## src/pkg/ccie_pkg.sv

```systemverilog
// Constants, opcode patterns and types for the call and clear execution block.
// Assumes a single core clock and a synchronous active-high core reset.
// Overview of operation
// RQ1 - A call first pushes the address after the call, the program counter plus one, onto the stack top.
// RQ2 - A call loads its 8-bit immediate into the low eight program counter bits.
// RQ3 - A call copies status page bits six and five into program counter bits ten and nine.
// RQ4 - A call forces program counter bit eight to zero.
// RQ5 - A call takes two instruction cycles and leaves every status flag alone.
// RQ6 - The file clear writes zero to the addressed data register 0 to 31 and sets the zero flag.
// RQ7 - The accumulator clear writes zero to the accumulator and sets the zero flag.
// RQ8 - Calls, file clears and accumulator clears are decoded from fixed patterns; both clears take one cycle.
package ccie_pkg;
   localparam int INSTR_W = 12;
   localparam int PROG_CNT_W = 11;
   localparam int DATA_W = 8;
   localparam int FADDR_W = 5;
   localparam int STACK_DEPTH = 4;
   localparam logic [PROG_CNT_W-1:0] PROG_CNT_RESET = 11'h000;
   localparam logic [PROG_CNT_W-1:0] PROG_CNT_STEP = 11'h001;
   localparam logic [DATA_W-1:0] ZERO_DATA = 8'h00;
   // Call: top nibble, immediate in low byte
   localparam logic [3:0] CALL_NIBBLE = 4'h9;
   localparam int CALL_TOP = 11;
   localparam int CALL_BOT = 8;
   localparam int IMM_TOP = 7;
   // File clear: seven fixed bits above a 5-bit address
   localparam logic [6:0] CLR_FILE_PATTERN = 7'h03;
   localparam int CLR_FILE_TOP = 11;
   localparam int CLR_FILE_BOT = 5;
   localparam int FADDR_TOP = 4;
   // Accumulator clear: whole word
   localparam logic [INSTR_W-1:0] CLR_ACC_WORD = 12'h040;
   localparam int PROG_CNT_ZERO_BIT = 8;
   typedef enum logic [1:0] {
      CCIE_OP_OTHER,
      CCIE_OP_CALL,
      CCIE_OP_CLEAR_FILE,
      CCIE_OP_CLEAR_ACC
   } ccie_op_t;
endpackage

```

## src/pkg/ccie_stack_if.sv

```systemverilog
// Push port between the execution core and its return stack.
// Assumes both ends run on the same core clock.
`timescale 1ns/1ps
`default_nettype none
interface ccie_stack_if;
   logic push;
   logic [ccie_pkg::PROG_CNT_W-1:0] push_addr;
   logic [ccie_pkg::PROG_CNT_W-1:0] top;
   modport core (output push, output push_addr, input top);
   modport stack (input push, input push_addr, output top);
endinterface
`default_nettype wire

```

## src/hw/ccie_stack.sv

```systemverilog
// Hardware return stack; pushes shift older entries down, the deepest is lost.
// Assumes pushes come from logic on the same clock; pops belong to other instructions.
`timescale 1ns/1ps
`default_nettype none
module ccie_stack (
   input wire logic core_clk,
   input wire logic sys_rst,
   ccie_stack_if.stack port
);
   logic [ccie_pkg::PROG_CNT_W-1:0] level [ccie_pkg::STACK_DEPTH];

   always_ff @(posedge core_clk) begin
      if (sys_rst) begin
         for (int i = 0; i < ccie_pkg::STACK_DEPTH; i++) begin
            level[i] <= ccie_pkg::PROG_CNT_RESET;
         end
      end else if (port.push) begin
         level[0] <= port.push_addr;
         for (int i = 1; i < ccie_pkg::STACK_DEPTH; i++) begin
            level[i] <= level[i-1];
         end
      end
   end

   assign port.top = level[0];
endmodule
`default_nettype wire

```

## src/hw/ccie_exec.sv

```systemverilog
// Execution of subroutine call, file clear and accumulator clear.
// Assumes the fetch side holds instr_word with instr_valid until busy is low,
// and that register file, accumulator and status flags sit outside.
`timescale 1ns/1ps
`default_nettype none
module ccie_exec (
   input wire logic core_clk,
   input wire logic sys_rst,
   input wire logic instr_valid,
   input wire logic [ccie_pkg::INSTR_W-1:0] instr_word,
   input wire logic [1:0] status_page,
   output logic [ccie_pkg::PROG_CNT_W-1:0] program_counter,
   output logic [ccie_pkg::PROG_CNT_W-1:0] stack_top,
   output logic busy,
   output logic call_done,
   output logic file_wr_en,
   output logic [ccie_pkg::FADDR_W-1:0] file_wr_addr,
   output logic [ccie_pkg::DATA_W-1:0] file_wr_data,
   output logic acc_wr_en,
   output logic [ccie_pkg::DATA_W-1:0] acc_wr_data,
   output logic zero_set
);
   typedef enum logic {CCIE_ST_EXEC, CCIE_ST_CALL2} ccie_state_t;

   ccie_state_t state;
   ccie_pkg::ccie_op_t op;
   logic take;
   logic [ccie_pkg::PROG_CNT_W-1:0] next_program_counter;
   ccie_stack_if stk ();

   assign take = instr_valid && (state == CCIE_ST_EXEC);

   // RQ8 opcode decode
   always_comb begin
      if (instr_word[ccie_pkg::CALL_TOP:ccie_pkg::CALL_BOT] == ccie_pkg::CALL_NIBBLE) begin
         op = ccie_pkg::CCIE_OP_CALL;
      end else if (instr_word == ccie_pkg::CLR_ACC_WORD) begin
         op = ccie_pkg::CCIE_OP_CLEAR_ACC;
      end else if (instr_word[ccie_pkg::CLR_FILE_TOP:ccie_pkg::CLR_FILE_BOT] == ccie_pkg::CLR_FILE_PATTERN) begin
         op = ccie_pkg::CCIE_OP_CLEAR_FILE;
      end else begin
         op = ccie_pkg::CCIE_OP_OTHER;
      end
   end

   // RQ2 RQ3 RQ4 call target build
   always_comb begin
      if (op == ccie_pkg::CCIE_OP_CALL) begin
         // Page bits from status; bit eight low keeps targets in the lower half of a page
         next_program_counter = {status_page, 1'b0, instr_word[ccie_pkg::IMM_TOP:0]};
      end else begin
         next_program_counter = program_counter + ccie_pkg::PROG_CNT_STEP;
      end
   end

   // RQ5 RQ8 counter update
   // Moves only on a taken word, so a stalled call never steps twice
   always_ff @(posedge core_clk) begin
      if (sys_rst) begin
         program_counter <= ccie_pkg::PROG_CNT_RESET;
      end else if (take) begin
         program_counter <= next_program_counter;
      end
   end

   // RQ5 two-cycle call
   always_ff @(posedge core_clk) begin
      if (sys_rst) begin
         state <= CCIE_ST_EXEC;
         busy <= 1'b0;
         call_done <= 1'b0;
      end else begin
         call_done <= 1'b0;
         case (state)
            CCIE_ST_EXEC: begin
               if (take && op == ccie_pkg::CCIE_OP_CALL) begin
                  state <= CCIE_ST_CALL2;
                  busy <= 1'b1;
               end
            end
            CCIE_ST_CALL2: begin
               state <= CCIE_ST_EXEC;
               busy <= 1'b0;
               call_done <= 1'b1;
            end
            default: begin
               state <= CCIE_ST_EXEC;
               busy <= 1'b0;
            end
         endcase
      end
   end

   // RQ1 return address push
   assign stk.push = take && (op == ccie_pkg::CCIE_OP_CALL);
   assign stk.push_addr = program_counter + ccie_pkg::PROG_CNT_STEP;

   ccie_stack u_ccie_stack (
      .core_clk(core_clk),
      .sys_rst(sys_rst),
      .port(stk)
   );

   // Registered copy so the output comes from a flop of this module
   // The stack's own top is held against this copy by an assertion below
   always_ff @(posedge core_clk) begin
      if (sys_rst) begin
         stack_top <= ccie_pkg::PROG_CNT_RESET;
      end else if (stk.push) begin
         stack_top <= stk.push_addr;
      end
   end

   // RQ6 file clear write
   always_ff @(posedge core_clk) begin
      if (sys_rst) begin
         file_wr_en <= 1'b0;
         file_wr_addr <= '0;
         file_wr_data <= ccie_pkg::ZERO_DATA;
      end else begin
         file_wr_en <= take && (op == ccie_pkg::CCIE_OP_CLEAR_FILE);
         file_wr_data <= ccie_pkg::ZERO_DATA;
         // Address holds between clears so a slow register file can still latch it
         if (take && op == ccie_pkg::CCIE_OP_CLEAR_FILE) begin
            file_wr_addr <= instr_word[ccie_pkg::FADDR_TOP:0];
         end
      end
   end

   // RQ7 accumulator clear write
   always_ff @(posedge core_clk) begin
      if (sys_rst) begin
         acc_wr_en <= 1'b0;
         acc_wr_data <= ccie_pkg::ZERO_DATA;
      end else begin
         acc_wr_en <= take && (op == ccie_pkg::CCIE_OP_CLEAR_ACC);
         acc_wr_data <= ccie_pkg::ZERO_DATA;
      end
   end

   // RQ5 RQ6 RQ7 zero flag set
   // Only the clears raise it; a call must leave the status flags alone
   always_ff @(posedge core_clk) begin
      if (sys_rst) begin
         zero_set <= 1'b0;
      end else begin
         zero_set <= take && (op == ccie_pkg::CCIE_OP_CLEAR_FILE || op == ccie_pkg::CCIE_OP_CLEAR_ACC);
      end
   end
endmodule
`default_nettype wire

```

## config.mk

```make
export PLATFORM = sky130hd
export DESIGN_NAME = ccie_exec
export DESIGN_NICKNAME = d
export VERILOG_FILES = /design/src/pkg/ccie_pkg.sv /design/src/pkg/ccie_stack_if.sv /design/src/hw/ccie_stack.sv /design/src/hw/ccie_exec.sv
export SDC_FILE = /design/constraint.sdc
export NUM_CORES = 1
export LEC_CHECK = 0
export ABC_CLOCK_PERIOD_IN_PS = 1920
export BUFFER_PORTS_ARGS = -buffer_cell sky130_fd_sc_hd__buf_2
export CAP_MARGIN = 25
export CORE_MARGIN = 3
export CORE_UTILIZATION = 40
export CTS_BUF_LIST = sky130_fd_sc_hd__clkbuf_4 sky130_fd_sc_hd__clkbuf_8 sky130_fd_sc_hd__clkbuf_16
export DETAILED_ROUTE_END_ITERATION = 8
export PLACE_DENSITY = 0.68
export SLEW_MARGIN = 20
export SYNTH_ARGS = -nofsm -noshare
export SYNTH_HDL_FRONTEND = slang
export SYNTH_SLANG_ARGS = --single-unit
```

## constraint.sdc

```tcl
create_clock -name core_clk -period 1.92 [get_ports core_clk]
set_clock_uncertainty 0.15 [all_clocks]
set_input_delay 0.48 -clock core_clk [delete_from_list [all_inputs] [get_ports core_clk]]
set_output_delay 0.48 -clock core_clk [all_outputs]
set_load 0.05 [all_outputs]
```

Yosys cells after proc, flatten, opt, wreduce, memory -nomap -nowiden
Cells that the tools add are included.

storage, ports and cells
  bits in registers = 33
  input bits = 17
  output and inout bits = 48

cells by class
  add/subtract/negate cells = 1
  equality and inequality tests = 7
  mux-type cells = 9
  bitwise gates (word level) = 1
  reductions and logical operators = 6

operators with widths
  cell                     count
  $eq A12 B7 Y1 const B    1
  $add A11 B1 Y11 const B  1
  $mux W11                 1
  $eq A7 B2 Y1 const B     1
  $mux W2                  3
  $logic_and A1 B1 Y1      5
  $eq A2 B2 Y1 const B     2
  $eq A4 B4 Y1 const B     1
  $pmux W1 S2              2
  $mux W1                  3
  $eq A2 B1 Y1 const B     1
  $ne A2 B2 Y1 const B     1
  $logic_or A1 B1 Y1       1
  $not A1 Y1               1

Logic depth before layout (Yosys ltp)
Gate-level depths: netlist of run 1.

  depth after elaboration = 8
  mapped depth = 7
  mapped depth without buffers = 5

Worst setup path before layout of run 1
No wires, ideal clock.

  kind = register to register
  start = register program_counter[0] (netlist bit)
  end = register program_counter[10] (netlist bit)
  library setup time = 132 ps
  arrival time = 1832 ps
  setup slack = -194 ps
  stages on the path, launching flop included = 6
  clock period less this slack = 2114 ps
  cell sequence = dfxtp_1 ha_1 nand3_2 o31a_1 o311ai_1 a21oi_1

on the way
  word-level cells in the longest chain between the ends = 2

ends and longest elaborated chain
  element                 RTL line         RTL
  start, declared         ccie_exec.sv:12  output logic [ccie_pkg::PROG_CNT_W-1:0] program_counter,
  start signal, assigned  ccie_exec.sv:60  program_counter <= ccie_pkg::PROG_CNT_RESET;
  start signal, assigned  ccie_exec.sv:62  program_counter <= next_program_counter;
  $add A11 B1 Y11         ccie_exec.sv:52  next_program_counter = program_counter + ccie_pkg::PROG_CNT_STEP;
  $mux W11                ccie_exec.sv:48  if (op == ccie_pkg::CCIE_OP_CALL) begin

Every way passes these cells.
A chain may end at the register's enable or synchronous reset.

Worst setup path in the final report of run 1
  start = register program_counter[3] (netlist bit)
  end = output port program_counter[3] (netlist bit)

No word-level cell between the ends.

==> results of run 1 <==
## layer usage
metal,up-vias,track usage [%]
met5,-,0
met4,0,5.96
met3,2,6.04
met1,666,19.2
met2,47,25.0
li1,752,-
## sequential cells by signal (all words and copies together), names as in the netlist
register and flops:
program_counter 11, call_done 1, state 1, acc_wr_en 1, zero_set 1, file_wr_addr 5
file_wr_en 1, stack_top 11, busy 1
## final cells by class
class	instances	share of cell area [%]
Tap cell	48	3.01
Multi-Input combinational cell	146	42.5
Sequential cell	33	33.3
Timing Repair Buffer	57	16.7
Clock inverter	3	0.877
Inverter	1	0.188
Clock buffer	5	3.44
## per-stage QoR
step           instance area, um^2  total power (W)  setup slack, ps  util, %  cells
2_1_floorplan                 1700         0.000931             9.44        -    209
3_3_place_gp                  1910         0.000965              149     50.3    285
3_5_place_dp                  1910         0.000967              131     50.3    285
4_1_cts                       2000          0.00149              161     52.6    293
5_1_grt                       2000          0.00153             91.0     52.6    293
6_report                      2000          0.00147              166     52.6    293
## synthesized netlist by cell type (2+ instances only)
| master | number | area, um^2 |
|---|---|---|
| nor3_1 | 7 | 35.0 |
| o31a_1 | 2 | 17.5 |
| buf_4 | 16 | 120 |
| nor3b_1 | 2 | 15.0 |
| o21ai_0 | 9 | 45.0 |
| mux2i_1 | 6 | 60.1 |
| nand4_1 | 2 | 12.5 |
| nand2_1 | 13 | 48.8 |
| nand3b_1 | 2 | 15.0 |
| nor4_1 | 3 | 18.8 |
| buf_2 | 4 | 20.0 |
| nor2b_1 | 3 | 18.8 |
| dfxtp_1 | 33 | 661 |
| a211oi_1 | 8 | 60.1 |
| and2_1 | 3 | 18.8 |
| xnor2_1 | 5 | 43.8 |
| nand3_1 | 3 | 15.0 |
| clkbuf_1 | 8 | 30.0 |
| a311oi_1 | 2 | 17.5 |
| a21oi_1 | 10 | 50.1 |
| nand2b_1 | 5 | 31.3 |
| a31oi_1 | 3 | 18.8 |
| nor2_1 | 24 | 90.1 |
## final timing paths
kind / slack, ps / end / cells past startpoint / from
min reg2reg: 310 / stack_top[1]$_SDFFE_PP0P_ / 2 / stack_top[1]$_SDFFE_PP0P_
max: 170 / program_counter[3] / 1 / program_counter[3]$_SDFFE_PP0P_
min: 250 / acc_wr_en$_SDFF_PP0_ / 2 / instr_word[5]
max reg2reg: 240 / program_counter[10]$_SDFFE_PP0P_ / 4 / program_counter[3]$_SDFFE_PP0P_
## cell families (layout without fill, tap and decap cells)
logic type,count (synthesis),count (layout),synth area share (%)
adders and majority gates,1,1,0.763
xor gates and xnor gates,6,6,3.21
and+or+nand+nor,77,77,24.7
DFF,33,33,40.3
buffers and inverters,30,66,11.3
other,1,16,0.229
AOI/OAI and AO/OA,40,40,15.8
muxes,6,6,3.66
## power by group through the flow
stage,registers (W),clock network [W],logic [W]
floorplan,0.000775,0,0.000157
global placement,0.000727,0,0.000238
detailed placement,0.000728,0,0.000240
CTS,0.000712,0.000534,0.000240
global route,0.000714,0.000564,0.000255
finish,0.000712,0.000513,0.000240
==> flow_summary.json, run 1 <==
{
  "synthCells": 194,
  "track_usage_pct": 15.8,
  "cts_buffers": 5,
  "pwr-share-comb_pct": 16.4,
  "end_kind": "output pin",
  "drt_iter0_markers": 81,
  "grt_first_pass_wirelength_mm": 6.14,
  "worst_hold_slack_ps": 249,
  "via_per_inst": 5.01,
  "core.rowCount": 22,
  "ys_ff_latch": 33,
  "met2_length_mm": 1.79,
  "rsz0062_at_grt": "no",
  "pwr-share-clk_pct": 35.0,
  "leakagePower_nw": 0.870,
  "core-area_um2": 3800,
  "die_area_um2": 4900,
  "clkSlewWorstSetupHoldPaths_ps": 70,
  "die_width_um": 70.0,
  "power.internal_w": 0.00101,
  "routedWlPerCell_um": 12.9,
  "diodes": 0,
  "fin_crit_sh_pct": 91.4,
  "cts_tree": "yes",
  "yosysWarningCount": 0,
  "ys_types": 44,
  "firstDrtPassIters": 4,
  "hold_violations": 0,
  "routed.top_layer": "met4",
  "clock_latency_ps": 290,
  "switching_share_pct": 31.2,
  "finalSetupViolations": 0,
  "area_delta_synth_final_pct": 21.9,
  "final_cell_mix": "buf_2, dfxtp_1, nor2_1",
  "routabilityCongestion": 0.797,
  "max_stage_delay_ps": 500,
  "syn_avg_cell_area_um2": 8.45,
  "start_util_pct": 43.1,
  "place_hpwl_mm": 2.81,
  "htreeDepth": 2,
  "met1Wirelength_mm": 1.72,
  "slew_violations": 0,
  "fin_setup_tns_ps": 0,
  "required_ps": 1290,
  "pin_count": 65,
  "register_area_um2": 666,
  "n_fill_cell": 385,
  "synthFlopType": "dfxtp_1",
  "drive_gt1_share_pct": 30.2,
  "hp-class": "input port to flop",
  "cp_slowest_cell": "dfxtp_1",
  "grt_overflow": 0,
  "multi_input_area_um2": 850,
  "cap_violations": 0,
  "postRouteAntennaNets": 0,
  "clock_path_buffers": 2,
  "ctsHoldBuffers": 0,
  "start_kind": "flop",
  "grt_pass1_vias": 1319,
  "antenna_found_initial": 0,
  "status": "completed",
  "grt_max_degree": 24,
  "yosysSeqAreaShare_pct": 40.3,
  "drc_errors": 0,
  "netlist_area_um2": 1640,
  "seq_power_share_pct": 48.6,
  "crit_buf_inv": 1,
  "crit_fanout": 8,
  "vias": 1467,
  "timing.fmax_mhz": 570,
  "synth-async-reset-ratio_pct": 0,
  "io_buffers": 48,
  "path_cells": "buf_2",
  "arrival_ps": 1120,
  "ir_drop_mv": 0.402,
  "p_sw_w": 0.000458,
  "final_common_cell": "buf_2",
  "clkSinkCount": 33,
  "fin_nets": 262,
  "p_per_area_nw_per_um2": 734,
  "synth_edf_count": 0,
  "min_period_ps": 1750,
  "cp_top_family": "flip-flops",
  "root_buffer": "clkbuf_8",
  "cts_resized": 0,
  "die_y_um": 70.0,
  "dr_wl_met3_um": 247,
  "postCtsSetupRepairBufs": 0,
  "crit_type": "flop to output pin",
  "totalWireLength_mm": 3.78
}
No activity file was read; power rests on OpenSTA's default activity.
==> run 2: changes to the inputs <==
--- a/config.mk
+++ b/config.mk
@@ -5,6 +5,7 @@
 export SDC_FILE = /design/constraint.sdc
 export NUM_CORES = 1
 export LEC_CHECK = 0
+export ABC_AREA = 1
 export ABC_CLOCK_PERIOD_IN_PS = 1920
 export BUFFER_PORTS_ARGS = -buffer_cell sky130_fd_sc_hd__buf_2
 export CAP_MARGIN = 25
@@ -12,7 +13,7 @@
 export CORE_UTILIZATION = 40
 export CTS_BUF_LIST = sky130_fd_sc_hd__clkbuf_4 sky130_fd_sc_hd__clkbuf_8 sky130_fd_sc_hd__clkbuf_16
 export DETAILED_ROUTE_END_ITERATION = 8
-export PLACE_DENSITY = 0.68
+export PLACE_DENSITY = 0.67
 export SLEW_MARGIN = 20
 export SYNTH_ARGS = -nofsm -noshare
 export SYNTH_HDL_FRONTEND = slang
==> run 2 against run 1 <==
  * Sequential cell count unchanged
  * Total power rose by 2.8%
  * Die area grew 2.6%
  * Via count rose by 9.8%
  * Global-route usage grew 0.22 points
  * Final area up 2.3%
  * Sequential share of layout area is 1.0 points lower
  * Largest power group unchanged
==> flow_summary.json, run 2 <==
{
  "track_usage_pct": 16.0,
  "final_common_cell": "nand2_1",
  "routedWlPerCell_um": 11.2,
  "p_per_area_nw_per_um2": 737,
  "drive_gt1_share_pct": 25.7,
  "root_buffer": "clkbuf_8",
  "fin_setup_tns_ps": 0,
  "status": "completed",
  "grt_overflow": 0,
  "crit_buf_inv": 1,
  "via_per_inst": 4.59,
  "postRouteAntennaNets": 0,
  "arrival_ps": 1070,
  "clkSlewWorstSetupHoldPaths_ps": 60,
  "finalSetupViolations": 0,
  "die_width_um": 70.9,
  "syn_avg_cell_area_um2": 6.83,
  "min_from": "instr_word[7]",
  "required_ps": 1290,
  "pwr-share-clk_pct": 38.0,
  "grt_first_pass_wirelength_mm": 6.38,
  "synth.top_cell.area_share_pct": 39.2,
  "core.rowCount": 22,
  "area_delta_synth_final_pct": 21.2,
  "vias": 1611,
  "drt_iter0_markers": 123,
  "synth_area_leader_cell": "dfxtp_1",
  "hp-class": "input port to flop",
  "power.internal_w": 0.00107,
  "diodes": 0,
  "htreeDepth": 2,
  "ys_types": 28,
  "ctsHoldBuffers": 0,
  "finalPower_w": 0.00151,
  "leakagePower_nw": 1.11,
  "totalWireLength_mm": 3.92,
  "grt_max_degree": 18,
  "min_period_ps": 1700,
  "ys_ff_latch": 33,
  "crit_fanout": 6,
  "pwr-share-comb_pct": 15.0,
  "fin_cells": 351,
  "cp_top_family": "flip-flops",
  "max_stage_delay_ps": 470,
  "clock_latency_ps": 290,
  "firstDrtPassIters": 5,
  "clkSinkCount": 33,
  "synthFlopType": "dfxtp_1",
  "ir_drop_mv": 0.488,
  "routabilityCongestion": 0.800,
  "switching_share_pct": 29.0,
  "seq_power_share_pct": 46.9,
  "rsz0062_at_grt": "no",
  "p_sw_w": 0.000438,
  "cts_tree": "yes",
  "finalInstanceArea_um2": 2040,
  "grt_pass1_vias": 1371,
  "reg_top3": "program_counter: 11 flops, stack_top: 11 flops, file_wr_addr: 5 flops",
  "netlist_area_um2": 1690,
  "place_area_um2": 1940,
  "path_cells": "buf_2",
  "yosysSeqAreaShare_pct": 39.2,
  "crit_start": "program_counter[3]$_SDFFE_PP0P_",
  "crit_type": "flop to output pin",
  "cap_violations": 0,
  "postCtsSetupRepairBufs": 0,
  "cp_slowest_cell": "dfxtp_1",
  "synthCells": 247,
  "synth-async-reset-ratio_pct": 0,
  "hold_violations": 0,
  "final_util_pct": 53.1,
  "drc_errors": 0,
  "yosysMostFrequentCell": "nand2_1",
  "cts_resized": 0,
  "core-area_um2": 3850,
  "synth_edf_count": 0,
  "end_kind": "output pin",
  "placedCellCount": 343,
  "die_area_um2": 5030,
  "io_buffers": 48,
  "pin_count": 65,
  "rr_startpoint": "program_counter[1]$_SDFFE_PP0P_",
  "slew_violations": 0,
  "fin_crit_sh_pct": 88.8,
  "yosys-top-cells-area": "dfxtp_1, nand2_1, nor2_1, buf_4, inv_1",
  "timing.fmax_mhz": 587,
  "start_util_pct": 43.8,
  "fin_nets": 320,
  "place_hpwl_mm": 2.98,
  "yosysWarningCount": 0,
  "antenna_found_initial": 0,
  "cts_buffers": 5,
  "synth_common_cells": "nand2_1, nor2_1, dfxtp_1",
  "final_cell_mix": "nand2_1, buf_2, nor2_1",
  "die_y_um": 70.9,
  "start_kind": "flop",
  "clock_path_buffers": 2
}
[run 2: cell count changes after synthesis, moves of 5 or more]
cell,previous run,this run
nor2_1,24,40
mux2i_1,6,0
clkbuf_1,8,2
inv_1,1,30
a211oi_1,8,0
nand2b_1,5,0
nor3_1,7,1
nand2_1,13,55
nand3_1,3,11
[run 2: path summary, 6_finish.rpt]
path                                                         to  slack, ps  cells after the start
worst min register to register             call_done$_SDFF_PP0_        310                      2
worst max-delay path                         program_counter[3]        220                      1
worst max register to register  program_counter[4]$_SDFFE_PP0P_        370                      7
worst min-delay path            program_counter[7]$_SDFFE_PP0P_        270                      3
[run 2: through the flow]
stage	hold slack, ps	setup slack (ps)
floorplan	293	82.8
global placement	305	363
detailed placement	307	341
CTS	262	204
global route	282	175
finish	269	216
[run 2: area by class of cell]
cell class                      instances  area [um^2]
Fill cell                             414         1810
Inverter                               33          126
Multi-Input combinational cell        173          796
Sequential cell                        33          661
Clock inverter                          1         5.00
Timing Repair Buffer                   56          300
Tap cell                               48         60.1
Clock buffer                            7         96.3
[run 2: power by group through the flow]
stage | sequential (W) | clock, W | combinational [W]
finish | 0.000707 | 0.000573 | 0.000227
floorplan | 0.000767 | 0 | 0.000150
detailed placement | 0.000723 | 0 | 0.000226
global placement | 0.000723 | 0 | 0.000226
global route | 0.000708 | 0.000620 | 0.000243
CTS | 0.000707 | 0.000590 | 0.000227
[run 2: tightest hold or removal path: cells and delay by family]
kind          cells  cell delay (ps)
buf+inv           1              100
simple gates      2              100
[run 2: cells by family (layout without fill, tap and decap cells)]
logic type	Yosys count	after routing	synth area share, %
flops	33	33	39.2
simple gates	121	121	31.2
other cells	1	16	0.222
compound gates	33	33	10.6
fa+ha+maj	1	1	0.742
xor+xnor	2	2	1.04
buf+inv	56	97	17.0
[run 2: layer usage]
metal	share of wire (%)	vias up	wire [um]	track usage, %
met5	0	-	0	0
met4	0.36	0	14	5.01
met3	7.1	2	280	5.68
met2	47	57	1850	25.3
met1	45	711	1780	20.3
li1	-	841	-	-
